### config.mk
export PLATFORM = sky130hd
export DESIGN_NAME = sfg_gate_flat
export DESIGN_NICKNAME = d
export VERILOG_FILES = /design/src/sfg_pkg.sv /design/src/sfg_link_if.sv /design/src/sfg_gate.sv /design/src/flat_wrapper.sv
export VERILOG_INCLUDE_DIRS = /design/src
export SDC_FILE = /design/constraint.sdc
export NUM_CORES = 1
export LEC_CHECK = 0
export BUFFER_PORTS_ARGS = -buffer_cell sky130_fd_sc_hd__buf_2
export CORE_MARGIN = 2
export CORE_UTILIZATION = 50
export DETAILED_ROUTE_END_ITERATION = 10
export PLACE_DENSITY_LB_ADDON = 0.08
export SLEW_MARGIN = 10
export SYNTH_ARGS = -nofsm -noshare
export SYNTH_HDL_FRONTEND = slang
export SYNTH_SLANG_ARGS = --single-unit
### constraint.sdc
create_clock -name clk_sys_i -period 7.6 [get_ports clk_sys_i]
set_input_delay 0.38 -clock clk_sys_i [delete_from_list [all_inputs] [get_ports clk_sys_i]]
set_output_delay 0.38 -clock clk_sys_i [all_outputs]
set_load 0.01 [all_outputs]
### src/sfg_defs.svh
// Constants for the SIMD / floating-point access gate.
// Included by the package and by both ends; definitions only.
`ifndef SFG_DEFS_SVH
`define SFG_DEFS_SVH

// Register selector codes on the system-register move path
`define SFG_SEL_IDENT         3'h0
`define SFG_SEL_STATUS        3'h1
`define SFG_SEL_FEAT_ONE      3'h2
`define SFG_SEL_FEAT_ZERO     3'h3
`define SFG_SEL_EXC_CTRL      3'h4
`define SFG_SEL_CAPT_ONE      3'h5
`define SFG_SEL_CAPT_TWO      3'h6

// Reset and fixed values
`define SFG_STATUS_RST        32'h00000000
`define SFG_EXC_CTRL_RST      32'h00000000
`define SFG_FEAT_ONE_FULL     32'h11111111
`define SFG_FEAT_ONE_NO_SIMD  32'h11000011
`define SFG_FEAT_ZERO_FULL    32'h10110222
`define SFG_FEAT_NONE         32'h00000000
`define SFG_IDENT_DEFAULT     32'h5A5A0000
`define SFG_UNIT_EN_VALUE     32'h40000000
`define SFG_SECURE_ACCESS     32'h00F00000

// Field positions
`define SFG_EXC_EN_BIT        30
`define SFG_EXC_DEX_BIT       29
`define SFG_ROUND_LO          22
`define SFG_STRIDE_LO         20
`define SFG_LEN_LO            16
`define SFG_COPROCESSOR_TEN_LO           20
`define SFG_COPROCESSOR_ELEVEN_LO           22
`define SFG_SIMD_DIS_BIT      31
`define SFG_NS_COPROCESSOR_TEN_BIT       10
`define SFG_NS_COPROCESSOR_ELEVEN_BIT       11
`define SFG_NS_SIMD_DIS_BIT   15
`define SFG_TRAP_COPROCESSOR_TEN_BIT     10
`define SFG_TRAP_COPROCESSOR_ELEVEN_BIT     11
`define SFG_TRAP_SIMD_BIT     15

`endif

### src/sfg_pkg.sv
// Types shared by both ends of the access gate.
// Expects sfg_defs.svh on the include path.
`include "sfg_defs.svh"
package sfg_pkg;
   // Extension combinations the unit can be built with
   typedef enum logic [1:0] {
      SFG_CFG_FULL    = 2'h0,
      SFG_CFG_FP_ONLY = 2'h1,
      SFG_CFG_NONE    = 2'h2
   } sfg_cfg_t;

   // Rounding choices of the status/control register
   typedef enum logic [1:0] {
      SFG_RND_NEAREST = 2'h0,
      SFG_RND_PLUS    = 2'h1,
      SFG_RND_MINUS   = 2'h2,
      SFG_RND_ZERO    = 2'h3
   } sfg_round_t;

   // Kind of instruction offered to the gate
   typedef enum logic [2:0] {
      SFG_OP_SCALAR  = 3'h0,
      SFG_OP_SIMD    = 3'h1,
      SFG_OP_SHORTV  = 3'h2,
      SFG_OP_MOVE_TO = 3'h3,
      SFG_OP_MOVE_FR = 3'h4,
      SFG_OP_VCMP    = 3'h5
   } sfg_op_t;
endpackage

### src/sfg_link_if.sv
// Carrier between the pipeline end and the gate end.
// Both ends share clk_sys_i; the testbench instantiates this.
`timescale 1ns/1ps
`default_nettype none
interface sfg_link_if (
   input wire logic clk_sys_i
);
   import sfg_pkg::*;
   logic        issue;       // Instruction offered this cycle
   sfg_op_t     op;          // Instruction kind
   logic [2:0]  sel;         // System register selector
   logic [31:0] wdata;       // Move-to data
   logic        priv;        // Privileged (PL1 or higher)
   logic        nonsec;      // Non-secure state
   logic        hyp;         // Hyp mode
   logic [31:0] coproc_access_control;       // Coprocessor access control
   logic [31:0] nonsecure_access_control;       // Non-secure access control
   logic [31:0] hyp_coproc_trap;       // Hyp coprocessor trap
   logic        undef;       // Undefined-instruction indication
   logic        accept;      // Instruction may execute
   logic [31:0] rdata;       // Move-from data
   logic        rvalid;      // Move-from data valid

   modport gate (
      input  issue, op, sel, wdata, priv, nonsec, hyp, coproc_access_control, nonsecure_access_control, hyp_coproc_trap,
      output undef, accept, rdata, rvalid
   );
   modport pipe (
      output issue, op, sel, wdata, priv, nonsec, hyp, coproc_access_control, nonsecure_access_control, hyp_coproc_trap,
      input  undef, accept, rdata, rvalid
   );
endinterface
`default_nettype wire

### src/sfg_gate.sv
// Device end: access gate and system registers of the SIMD/FP unit.
// Assumes a pipeline that offers one instruction per cycle and keeps
// the control-register copies (coproc_access_control, nonsecure_access_control, hyp_coproc_trap) current.
//
// What this block does
// - Reset leaves both extensions disabled, undefined
// - Software sets unit enable before operations
// - Enable clear: only privileged id/control moves pass
// - Access needs grant for both coprocessors
// - Non-secure use needs both access bits set
// - Hyp use needs both trap bits clear
// - Short-vector operations are always undefined
// - Short-vector rejection leaves deferred flag unchanged
// - No asynchronous floating-point exceptions ever
// - Scalar operations run fully in hardware
// - Three configurations: full, FP only, none
// - Feature registers read-only with fixed values
// - Status and exception control reset zero
// - Identity register read-only, 32-bit code
// - Software never touches capture registers
// - Both coprocessors get identical permissions
// - Secure setup: access, barrier, then enable
// - Non-secure setup precedes access and enable
// - Hyp setup clears traps before enable
// - Id registers reachable by system-register moves
// - Rounding field selects four rounding modes
`timescale 1ns/1ps
`default_nettype none
`include "sfg_defs.svh"
module sfg_gate
   import sfg_pkg::*;
#(
   parameter sfg_cfg_t    CFG   = SFG_CFG_FULL,
   parameter logic [31:0] IDENT = `SFG_IDENT_DEFAULT  // Arbitrary value
) (
   input  wire logic     clk_sys_i,
   input  wire logic     sys_rst_i,
   sfg_link_if.gate      link,
   output logic          unit_enabled_o,
   output sfg_round_t    rounding_select_o,
   output logic [31:0]   fp_status_control_o
);

   // ************************************************************
   // State
   // ************************************************************
   logic [31:0] fp_status_control_ff;
   logic [31:0] fp_exception_control_ff;
   logic [31:0] rdata_ff;
   logic        rvalid_ff;

   // ************************************************************
   // Permission decode
   // ************************************************************
   // configuration presence
   wire fp_present   = (CFG != SFG_CFG_NONE);
   wire simd_present = (CFG == SFG_CFG_FULL);
   wire unit_enable_bit = fp_exception_control_ff[`SFG_EXC_EN_BIT];

   wire [1:0] perm_ten    = link.coproc_access_control[`SFG_COPROCESSOR_TEN_LO +: 2];
   wire [1:0] perm_eleven = link.coproc_access_control[`SFG_COPROCESSOR_ELEVEN_LO +: 2];
   wire grant_ten    = link.priv ? perm_ten[0]    : (perm_ten == 2'h3);
   wire grant_eleven = link.priv ? perm_eleven[0] : (perm_eleven == 2'h3);
   wire coproc_access_control_ok     = grant_ten && grant_eleven;

   wire ns_ok = !link.nonsec ||
                (link.nonsecure_access_control[`SFG_NS_COPROCESSOR_TEN_BIT] && link.nonsecure_access_control[`SFG_NS_COPROCESSOR_ELEVEN_BIT]);

   wire hyp_ok = !link.hyp ||
                 (!link.hyp_coproc_trap[`SFG_TRAP_COPROCESSOR_TEN_BIT] && !link.hyp_coproc_trap[`SFG_TRAP_COPROCESSOR_ELEVEN_BIT]);

   // SIMD disable bits: the secure one, the non-secure one, and hyp trap
   wire simd_blocked = link.coproc_access_control[`SFG_SIMD_DIS_BIT] ||
                       (link.nonsec && link.nonsecure_access_control[`SFG_NS_SIMD_DIS_BIT]) ||
                       (link.hyp && link.hyp_coproc_trap[`SFG_TRAP_SIMD_BIT]);
   wire access_ok = fp_present && coproc_access_control_ok && ns_ok && hyp_ok;

   wire sel_exc   = (link.sel == `SFG_SEL_EXC_CTRL);
   wire sel_ident = (link.sel == `SFG_SEL_IDENT);
   wire sel_feat  = (link.sel == `SFG_SEL_FEAT_ONE) || (link.sel == `SFG_SEL_FEAT_ZERO);
   wire is_move_to = (link.op == SFG_OP_MOVE_TO);
   wire is_move_fr = (link.op == SFG_OP_MOVE_FR);
   wire disabled_ok = link.priv &&
                      ((is_move_to && (sel_exc || sel_ident)) ||
                       (is_move_fr && (sel_exc || sel_ident || sel_feat)));

   // Identity and feature registers need PL1 even when enabled
   wire sel_priv_only = sel_ident || sel_feat || sel_exc;
   wire move_priv_ok  = !((is_move_to || is_move_fr) && sel_priv_only && !link.priv);

   // short vectors when stride or length nonzero
   wire vec_mode = (fp_status_control_ff[`SFG_STRIDE_LO +: 2] != 2'h0) ||
                   (fp_status_control_ff[`SFG_LEN_LO +: 3] != 3'h0);
   wire shortv   = (link.op == SFG_OP_SHORTV) ||
                   ((link.op == SFG_OP_SCALAR) && vec_mode);

   wire enable_ok = unit_enable_bit || disabled_ok;
   wire op_ok = (link.op == SFG_OP_SIMD) ? (simd_present && !simd_blocked) : 1'b1;

   // all reporting is synchronous to this decode
   // scalar ops pass regardless of rounding/flush/NaN settings
   wire allowed = access_ok && enable_ok && op_ok && move_priv_ok && !shortv;
   assign link.undef  = link.issue && !allowed;
   assign link.accept = link.issue && allowed;

   // ************************************************************
   // Register writes
   // ************************************************************
   // capture selectors decode to nothing
   wire wr_go     = link.accept && is_move_to;
   wire wr_status = wr_go && (link.sel == `SFG_SEL_STATUS);
   wire wr_exc    = wr_go && sel_exc;

   // Without SIMD, the saturation bit reads as zero
   wire [31:0] status_mask = simd_present ? 32'hFFFFFFFF : 32'hF7FFFFFF;

   // deferred flag written only by software, never by rejection
   always_ff @(posedge clk_sys_i or posedge sys_rst_i) begin
      if (sys_rst_i) begin
         fp_status_control_ff    <= `SFG_STATUS_RST;
         fp_exception_control_ff <= `SFG_EXC_CTRL_RST;
      end else begin
         if (wr_status) begin
            fp_status_control_ff <= link.wdata & status_mask;
         end
         if (wr_exc) begin
            fp_exception_control_ff <= link.wdata;
         end
      end
   end

   // ************************************************************
   // Register reads
   // ************************************************************
   // fixed feature values per configuration
   wire [31:0] feat_one  = !fp_present   ? `SFG_FEAT_NONE :
                           simd_present  ? `SFG_FEAT_ONE_FULL : `SFG_FEAT_ONE_NO_SIMD;
   wire [31:0] feat_zero = fp_present ? `SFG_FEAT_ZERO_FULL : `SFG_FEAT_NONE;

   logic [31:0] nxt_rdata;
   always_comb begin
      unique case (link.sel)
         `SFG_SEL_IDENT:     nxt_rdata = IDENT;
         `SFG_SEL_STATUS:    nxt_rdata = fp_status_control_ff;
         `SFG_SEL_FEAT_ONE:  nxt_rdata = feat_one;
         `SFG_SEL_FEAT_ZERO: nxt_rdata = feat_zero;
         `SFG_SEL_EXC_CTRL:  nxt_rdata = fp_exception_control_ff;
         default:            nxt_rdata = 32'h00000000;
      endcase
   end

   // Read data registered one cycle after the accepted move
   always_ff @(posedge clk_sys_i or posedge sys_rst_i) begin
      if (sys_rst_i) begin
         rdata_ff  <= 32'h00000000;
         rvalid_ff <= 1'b0;
      end else begin
         rvalid_ff <= link.accept && is_move_fr;
         if (link.accept && is_move_fr) begin
            rdata_ff <= nxt_rdata;
         end
      end
   end

   assign link.rdata  = rdata_ff;
   assign link.rvalid = rvalid_ff;

   // rounding field out to the datapath
   assign rounding_select_o   = sfg_round_t'(fp_status_control_ff[`SFG_ROUND_LO +: 2]);
   assign unit_enabled_o      = unit_enable_bit;
   assign fp_status_control_o = fp_status_control_ff;

endmodule
`default_nettype wire

### src/flat_wrapper.sv
// flat-port wrapper written by rule: the top's interface ports become plain ports
module sfg_gate_flat import sfg_pkg::*;
#(
   parameter sfg_cfg_t    CFG   = SFG_CFG_FULL,
   parameter logic [31:0] IDENT = `SFG_IDENT_DEFAULT                    
)
  (clk_sys_i, sys_rst_i, unit_enabled_o, rounding_select_o, fp_status_control_o, link_issue, link_op, link_sel, link_wdata, link_priv, link_nonsec, link_hyp, link_coproc_access_control, link_nonsecure_access_control, link_hyp_coproc_trap, link_undef, link_accept, link_rdata, link_rvalid);
  sfg_link_if link_i (.clk_sys_i(clk_sys_i));
  input  wire logic clk_sys_i;
  input  wire logic sys_rst_i;
  output logic unit_enabled_o;
  output sfg_round_t rounding_select_o;
  output logic [31:0] fp_status_control_o;
  input wire logic [$bits(link_i.issue)-1:0] link_issue;
  input wire logic [$bits(link_i.op)-1:0] link_op;
  input wire logic [$bits(link_i.sel)-1:0] link_sel;
  input wire logic [$bits(link_i.wdata)-1:0] link_wdata;
  input wire logic [$bits(link_i.priv)-1:0] link_priv;
  input wire logic [$bits(link_i.nonsec)-1:0] link_nonsec;
  input wire logic [$bits(link_i.hyp)-1:0] link_hyp;
  input wire logic [$bits(link_i.coproc_access_control)-1:0] link_coproc_access_control;
  input wire logic [$bits(link_i.nonsecure_access_control)-1:0] link_nonsecure_access_control;
  input wire logic [$bits(link_i.hyp_coproc_trap)-1:0] link_hyp_coproc_trap;
  output wire logic [$bits(link_i.undef)-1:0] link_undef;
  output wire logic [$bits(link_i.accept)-1:0] link_accept;
  output wire logic [$bits(link_i.rdata)-1:0] link_rdata;
  output wire logic [$bits(link_i.rvalid)-1:0] link_rvalid;
  assign link_i.issue = link_issue;
  assign link_i.op = link_op;
  assign link_i.sel = link_sel;
  assign link_i.wdata = link_wdata;
  assign link_i.priv = link_priv;
  assign link_i.nonsec = link_nonsec;
  assign link_i.hyp = link_hyp;
  assign link_i.coproc_access_control = link_coproc_access_control;
  assign link_i.nonsecure_access_control = link_nonsecure_access_control;
  assign link_i.hyp_coproc_trap = link_hyp_coproc_trap;
  assign link_undef = link_i.undef;
  assign link_accept = link_i.accept;
  assign link_rdata = link_i.rdata;
  assign link_rvalid = link_i.rvalid;
  sfg_gate #(.CFG(CFG), .IDENT(IDENT)) u_core (.clk_sys_i(clk_sys_i), .sys_rst_i(sys_rst_i), .link(link_i), .unit_enabled_o(unit_enabled_o), .rounding_select_o(rounding_select_o), .fp_status_control_o(fp_status_control_o));
endmodule
; Word level (Yosys, flattened, before mapping)
; Index checks and enable logic that the tools add are counted.
[totals]
out_inout_bits = 70
regBits = 97
[op_classes]
n_mux = 4
n_eq_ne = 10
n_reduce_logical = 50
[ops]
columns = op, n
row1 = $pmux 32 s5, 1
row2 = $logic_and 1x1->1, 23
row3 = $logic_or 1x1->1, 14
row4 = $eq 3x2->1 const B, 4
row5 = $logic_not 1->1, 9
row6 = $eq 3x1->1 const B, 2
row7 = $eq 3x3->1 const B, 2
row8 = $logic_not 3->1, 2
row9 = $eq 2x2->1 const B, 2
row10 = $mux 1, 3
row11 = $reduce_bool 3->1, 1
row12 = $reduce_bool 2->1, 1

; Depth between registers and ports, before layout
[logic_depth]
word_depth = 14
mapped_depth = 9

; Worst setup path after synthesis
; Ideal clock, no wire load.
[synth_timing]
kind = input -> register
startpoint = input link_sel[2]
endpoint = register u_core.fp_exception_control_ff[0]
n_path_buf = 4
stages = 9
slack_ns = 5.372
t_arrival_ns = 2.103
t_required_ns = 7.475
path_cell_list = buf_2 nor2b_1 buf_4 a31o_4 o211ai_2 or4_4 buf_6 buf_12 mux2_4
[synth_via]
elab_chain_cells = 14
word_cells_on_any_way = 24
[synth_rtl]
columns = element, line_no
row1 = "start, declared", flat_wrapper.sv:16  ; input wire logic [$bits(link_i.sel)-1:0] link_sel;
row2 = "$eq 3x3->1 (no source line), or another cell as far along", --
row3 = "$logic_or 1x1->1, on equally long branches", "sfg_gate.sv:84, sfg_gate.sv:85, sfg_gate.sv:80"
row4 = $logic_or 1x1->1, sfg_gate.sv:85  ; (is_move_fr && (sel_exc || sel_ident || sel_feat)));
row5 = $logic_and 1x1->1, sfg_gate.sv:85
row6 = $logic_or 1x1->1, sfg_gate.sv:84  ; ((is_move_to && (sel_exc || sel_ident)) ||
row7 = $logic_and 1x1->1, sfg_gate.sv:83  ; wire disabled_ok = link.priv &&
row8 = $logic_or 1x1->1, sfg_gate.sv:97  ; wire enable_ok = unit_enable_bit || disabled_ok;
row9 = $logic_and 1x1->1 (4 in series), sfg_gate.sv:102  ; wire allowed = access_ok && enable_ok && op_ok && move_priv_ok && !shortv;
row10 = $logic_and 1x1->1, sfg_gate.sv:104  ; assign link.accept = link.issue && allowed;
row11 = $logic_and 1x1->1, sfg_gate.sv:110  ; wire wr_go = link.accept && is_move_to;
row12 = $logic_and 1x1->1 *, sfg_gate.sv:112  ; wire wr_exc = wr_go && sel_exc;
row13 = "end signal, assigned", sfg_gate.sv:121  ; fp_exception_control_ff <= `SFG_EXC_CTRL_RST;
row14 = "end signal, assigned", sfg_gate.sv:127  ; fp_exception_control_ff <= link.wdata;
row15 = "end, declared", sfg_gate.sv:48  ; logic [31:0] fp_exception_control_ff;
; Mark *: on every way between the ends. The rest lies on a longest branch, timed or not.
; A chain may end at the register's enable or synchronous reset.

; Worst setup path in the final report
[layout_timing]
startpoint = input link_sel[1]
endpoint = register u_core.rdata_ff[20], in the netlist u_core.link.rdata[20]
[layout_via]
elab_chain_cells = 13
word_cells_on_any_way = 25
[layout_rtl]
columns = element, line_no
row1 = "$eq 3x3->1, or another cell as far along", sfg_gate.sv:142  ; unique case (link.sel)
row2 = "$logic_or 1x1->1, on equally long branches", "sfg_gate.sv:84, sfg_gate.sv:85, sfg_gate.sv:80"
row3 = $logic_or 1x1->1, sfg_gate.sv:85
row4 = $logic_and 1x1->1, sfg_gate.sv:85
row5 = $logic_or 1x1->1, sfg_gate.sv:84
row6 = $logic_and 1x1->1, sfg_gate.sv:83
row7 = $logic_or 1x1->1, sfg_gate.sv:97
row8 = $logic_and 1x1->1 (4 in series), sfg_gate.sv:102
row9 = $logic_and 1x1->1, sfg_gate.sv:104
row10 = $logic_and 1x1->1, sfg_gate.sv:159  ; if (link.accept && is_move_fr) begin
row11 = "end signal, assigned", sfg_gate.sv:160  ; rdata_ff <= nxt_rdata;
row12 = "end, declared", sfg_gate.sv:49  ; logic [31:0] rdata_ff;
; Parallel ways exist; a longest one is shown, timed or not.

==> impl_metrics.toml <==
[worst_setup_path]
crit_path_start = "link_sel[1]"
rr_endpoint = "u_core.link.rdata[20]"
path_class = "in2reg"
r2r-start = "u_core.fp_exception_control_ff[30]"
critPathMaxStageDelay_ns = 0.77
worstSetupEndpoint = "u_core.link.rdata[20]"
r2r_cells = 5
crit_fanout = 32
ff2ff_setup_slack_ns = 5.15
start_kind = "primary input"
path_cells = "buf_2 -> nor2b_1 -> a31o_4 -> o211ai_2 -> nor3b_4 -> buf_4 -> mux2_2"
cp-end-kind = "flip-flop"
cp.arrival_ns = 3.54
required_ns = 7.83
slowest_stage = "nor3b_4"

[timing]
finalSetupViolCount = 0
rsz0062_at_grt = "false"
clock_skew_ns = 0.01250
finalHoldViolations = 0
worst_pin_slew_ns = 1.091
relSlewSlack_pct = 27.11
fin_crit_sh_pct = 43.47
min_period_ns = 3.304
fmax_ghz = 0.3027
fin_tns_setup_ns = 0
drv_slew = 0

[logic_synthesis]
yosysWarnings = 0
yosysMostFrequentCell = "dfrtp_1"
postSynthAreaPerCell_um2 = 13.06
synth_area_leader_cell = "dfrtp_1"
synthesis.area_um2 = 4493
synth_common_cells = "dfrtp_1, mux2_2, mux2_4"
synthTopCellsByArea = "dfrtp_1, mux2_2, mux2_4"
synthCells = 344
synthArstFlopShare_pct = 100.0
seq_area_frac_synth_pct = 54.02
synth_edf_count = 0
synth_cell_types = 33
synth_top_area_share_pct = 54.02
syn-num-nets = 484
synth-seq-cells = 97
ys.flop_type = "dfrtp_1"

[cts]
root_buffer = "clkbuf_8"
clock_latency_ns = 0.35
clockBufferDepth = 2
htreeDepth = 3
path_clk_slew_ns = 0.10
cts_resized = 0
cts_tree = "built"
post_cts_buffers = 0
cts_buffers = 9
ctsHoldBuffers = 0
clock_sinks = 97

[floorplanning]
initial_core_util_pct = 51.52
die_h_um = 98.80
core_area_um2 = 8721
die_area_um2 = 9760
num_io_pins = 210
num_rows = 34
die_w_um = 98.80

[finish]
area_growth_pct = 18.24
fill_cells = 733
nNetsFinal = 599
regArea_um2 = 2427
multiInputGateArea_um2 = 1886
design_area_um2 = 5313
layout-drive-gt1-share_pct = 54.09

[global_routing]
grt_max_degree = 66
grt_pass1_wl_mm = 16.28
grt-busiest-layer = "met2"
met2_usage_pct = 32.64
overflow = 0
use_met1_pct = 30.60
antenna_found_initial = 1
track_usage_pct = 21.35
grt_use_met3_pct = 5.532
grt_pass1_vias = 3011

[detailed_routing]
routed_wl_mm = 10.46
dr.pass1.iters = 4
ant_nets = 0
viasPerCell = 5.545
wire_per_inst_um = 18.25
drc = 0
drt_iter0_drc = 96
vias = 3177

[placed_design]
place_area_um2 = 5127
hpwl_mm = 6.799
gp_congestion = 0.7533
port_buffers = 124

[worst_hold_path]
min_path_type = "in2async"

[power_and_ir_drop]
vdd_drop_max_mv = 0.09737
power_density_nw_per_um2 = 167.1
leakagePower_nw = 2.939

[run_status]
status = "completed"

[flow_run]
maxCapViolCount = 0
==> stage by stage <==
stage	instances	total power [mW]	hold slack, ns	worst slack [ns]	util, %
6_report	573	0.8876	0.01558	4.296	60.92
5_1_grt	572	0.9222	0.03006	4.107	60.89
4_1_cts	572	0.8962	0.01942	4.293	60.89
3_5_place_dp	556	0.5832	0.4133	3.887	58.79
3_3_place_gp	556	0.5824	0.4115	3.928	58.79
2_1_floorplan	344	0.5545	0.4802	4.686	-
==> kinds of logic after synthesis <==
logic type / after synthesis / share of synthesized area, %
AOI/OAI and AO/OA: 63 / 9.134
buffers and inverters: 32 / 4.372
DFF: 97 / 54.02
muxes: 96 / 26.57
and+or+nand+nor: 56 / 5.904
==> worst max-delay path, delay by kind of cell <==
family / cells / cell delay, ns
simple gates: 2 / 1.34
buf+inv: 2 / 0.99
compound gates: 2 / 0.43
mux: 1 / 0.38
==> layout by cell type (no fill, tap or decap), drive strengths merged, types with 2 or more instances in the layout <==
cell      instances
a21oi            25
mux2             96
buf             127
nor2b             2
nand2            16
o21ai            14
inv              10
o211ai            2
nor2             28
dfrtp            97
nor3b             2
clkinvlp          2
a22oi            15
clkbuf           13
==> metal layers <==
layer	part of all wire, %	vias up
li1	-	1452
met1	47	1595
met2	45	116
met3	6.8	12
met4	1.1	2
met5	0.11	-
==> report_power, final <==
| group | total, mW | leakage, nW | internal [mW] | switching (mW) |
|---|---|---|---|---|
| sequential | 0.516 | 1.36 | 0.516 | 0.000263 |
| combinational | 0.0562 | 1.50 | 0.0188 | 0.0373 |
| clock | 0.315 | 0.0863 | 0.139 | 0.176 |
| total | 0.888 | 2.94 | 0.674 | 0.214 |
==> final cells by class <==
| cell class | count | share of cell area [%] |
|---|---|---|
| Antenna cell | 1 | 0.04710 |
| Clock buffer | 13 | 2.991 |
| Clock inverter | 3 | 0.4475 |
| Inverter | 9 | 0.6830 |
| Multi-Input combinational cell | 215 | 35.49 |
| Sequential cell | 97 | 45.69 |
| Tap cell | 108 | 2.544 |
| Timing Repair Buffer | 127 | 12.11 |
==> flip-flops by register name, indices dropped and copies added (netlist names) <==
register	count
u_core.fp_exception_control_ff	32
u_core.fp_status_control_o	32
u_core.link.rdata	32
u_core.link.rvalid	1
==> worst min path at each step <==
stage / from / end / slack [ns] / cells past startpoint
2_1_floorplan: u_core.fp_exception_control_ff[29] / u_core.fp_exception_control_ff[29] / 0.48 / 1
3_3_place_gp: sys_rst_i / u_core.link.rdata[14] / 0.41 / 2
3_5_place_dp: sys_rst_i / u_core.link.rdata[14] / 0.41 / 2
4_1_cts: sys_rst_i / u_core.link.rdata[14] / 0.02 / 2
5_1_grt: sys_rst_i / u_core.link.rdata[14] / 0.03 / 2
6_report: sys_rst_i / u_core.fp_exception_control_ff[26] / 0.02 / 2
Power figures use the tool's default switching activity.
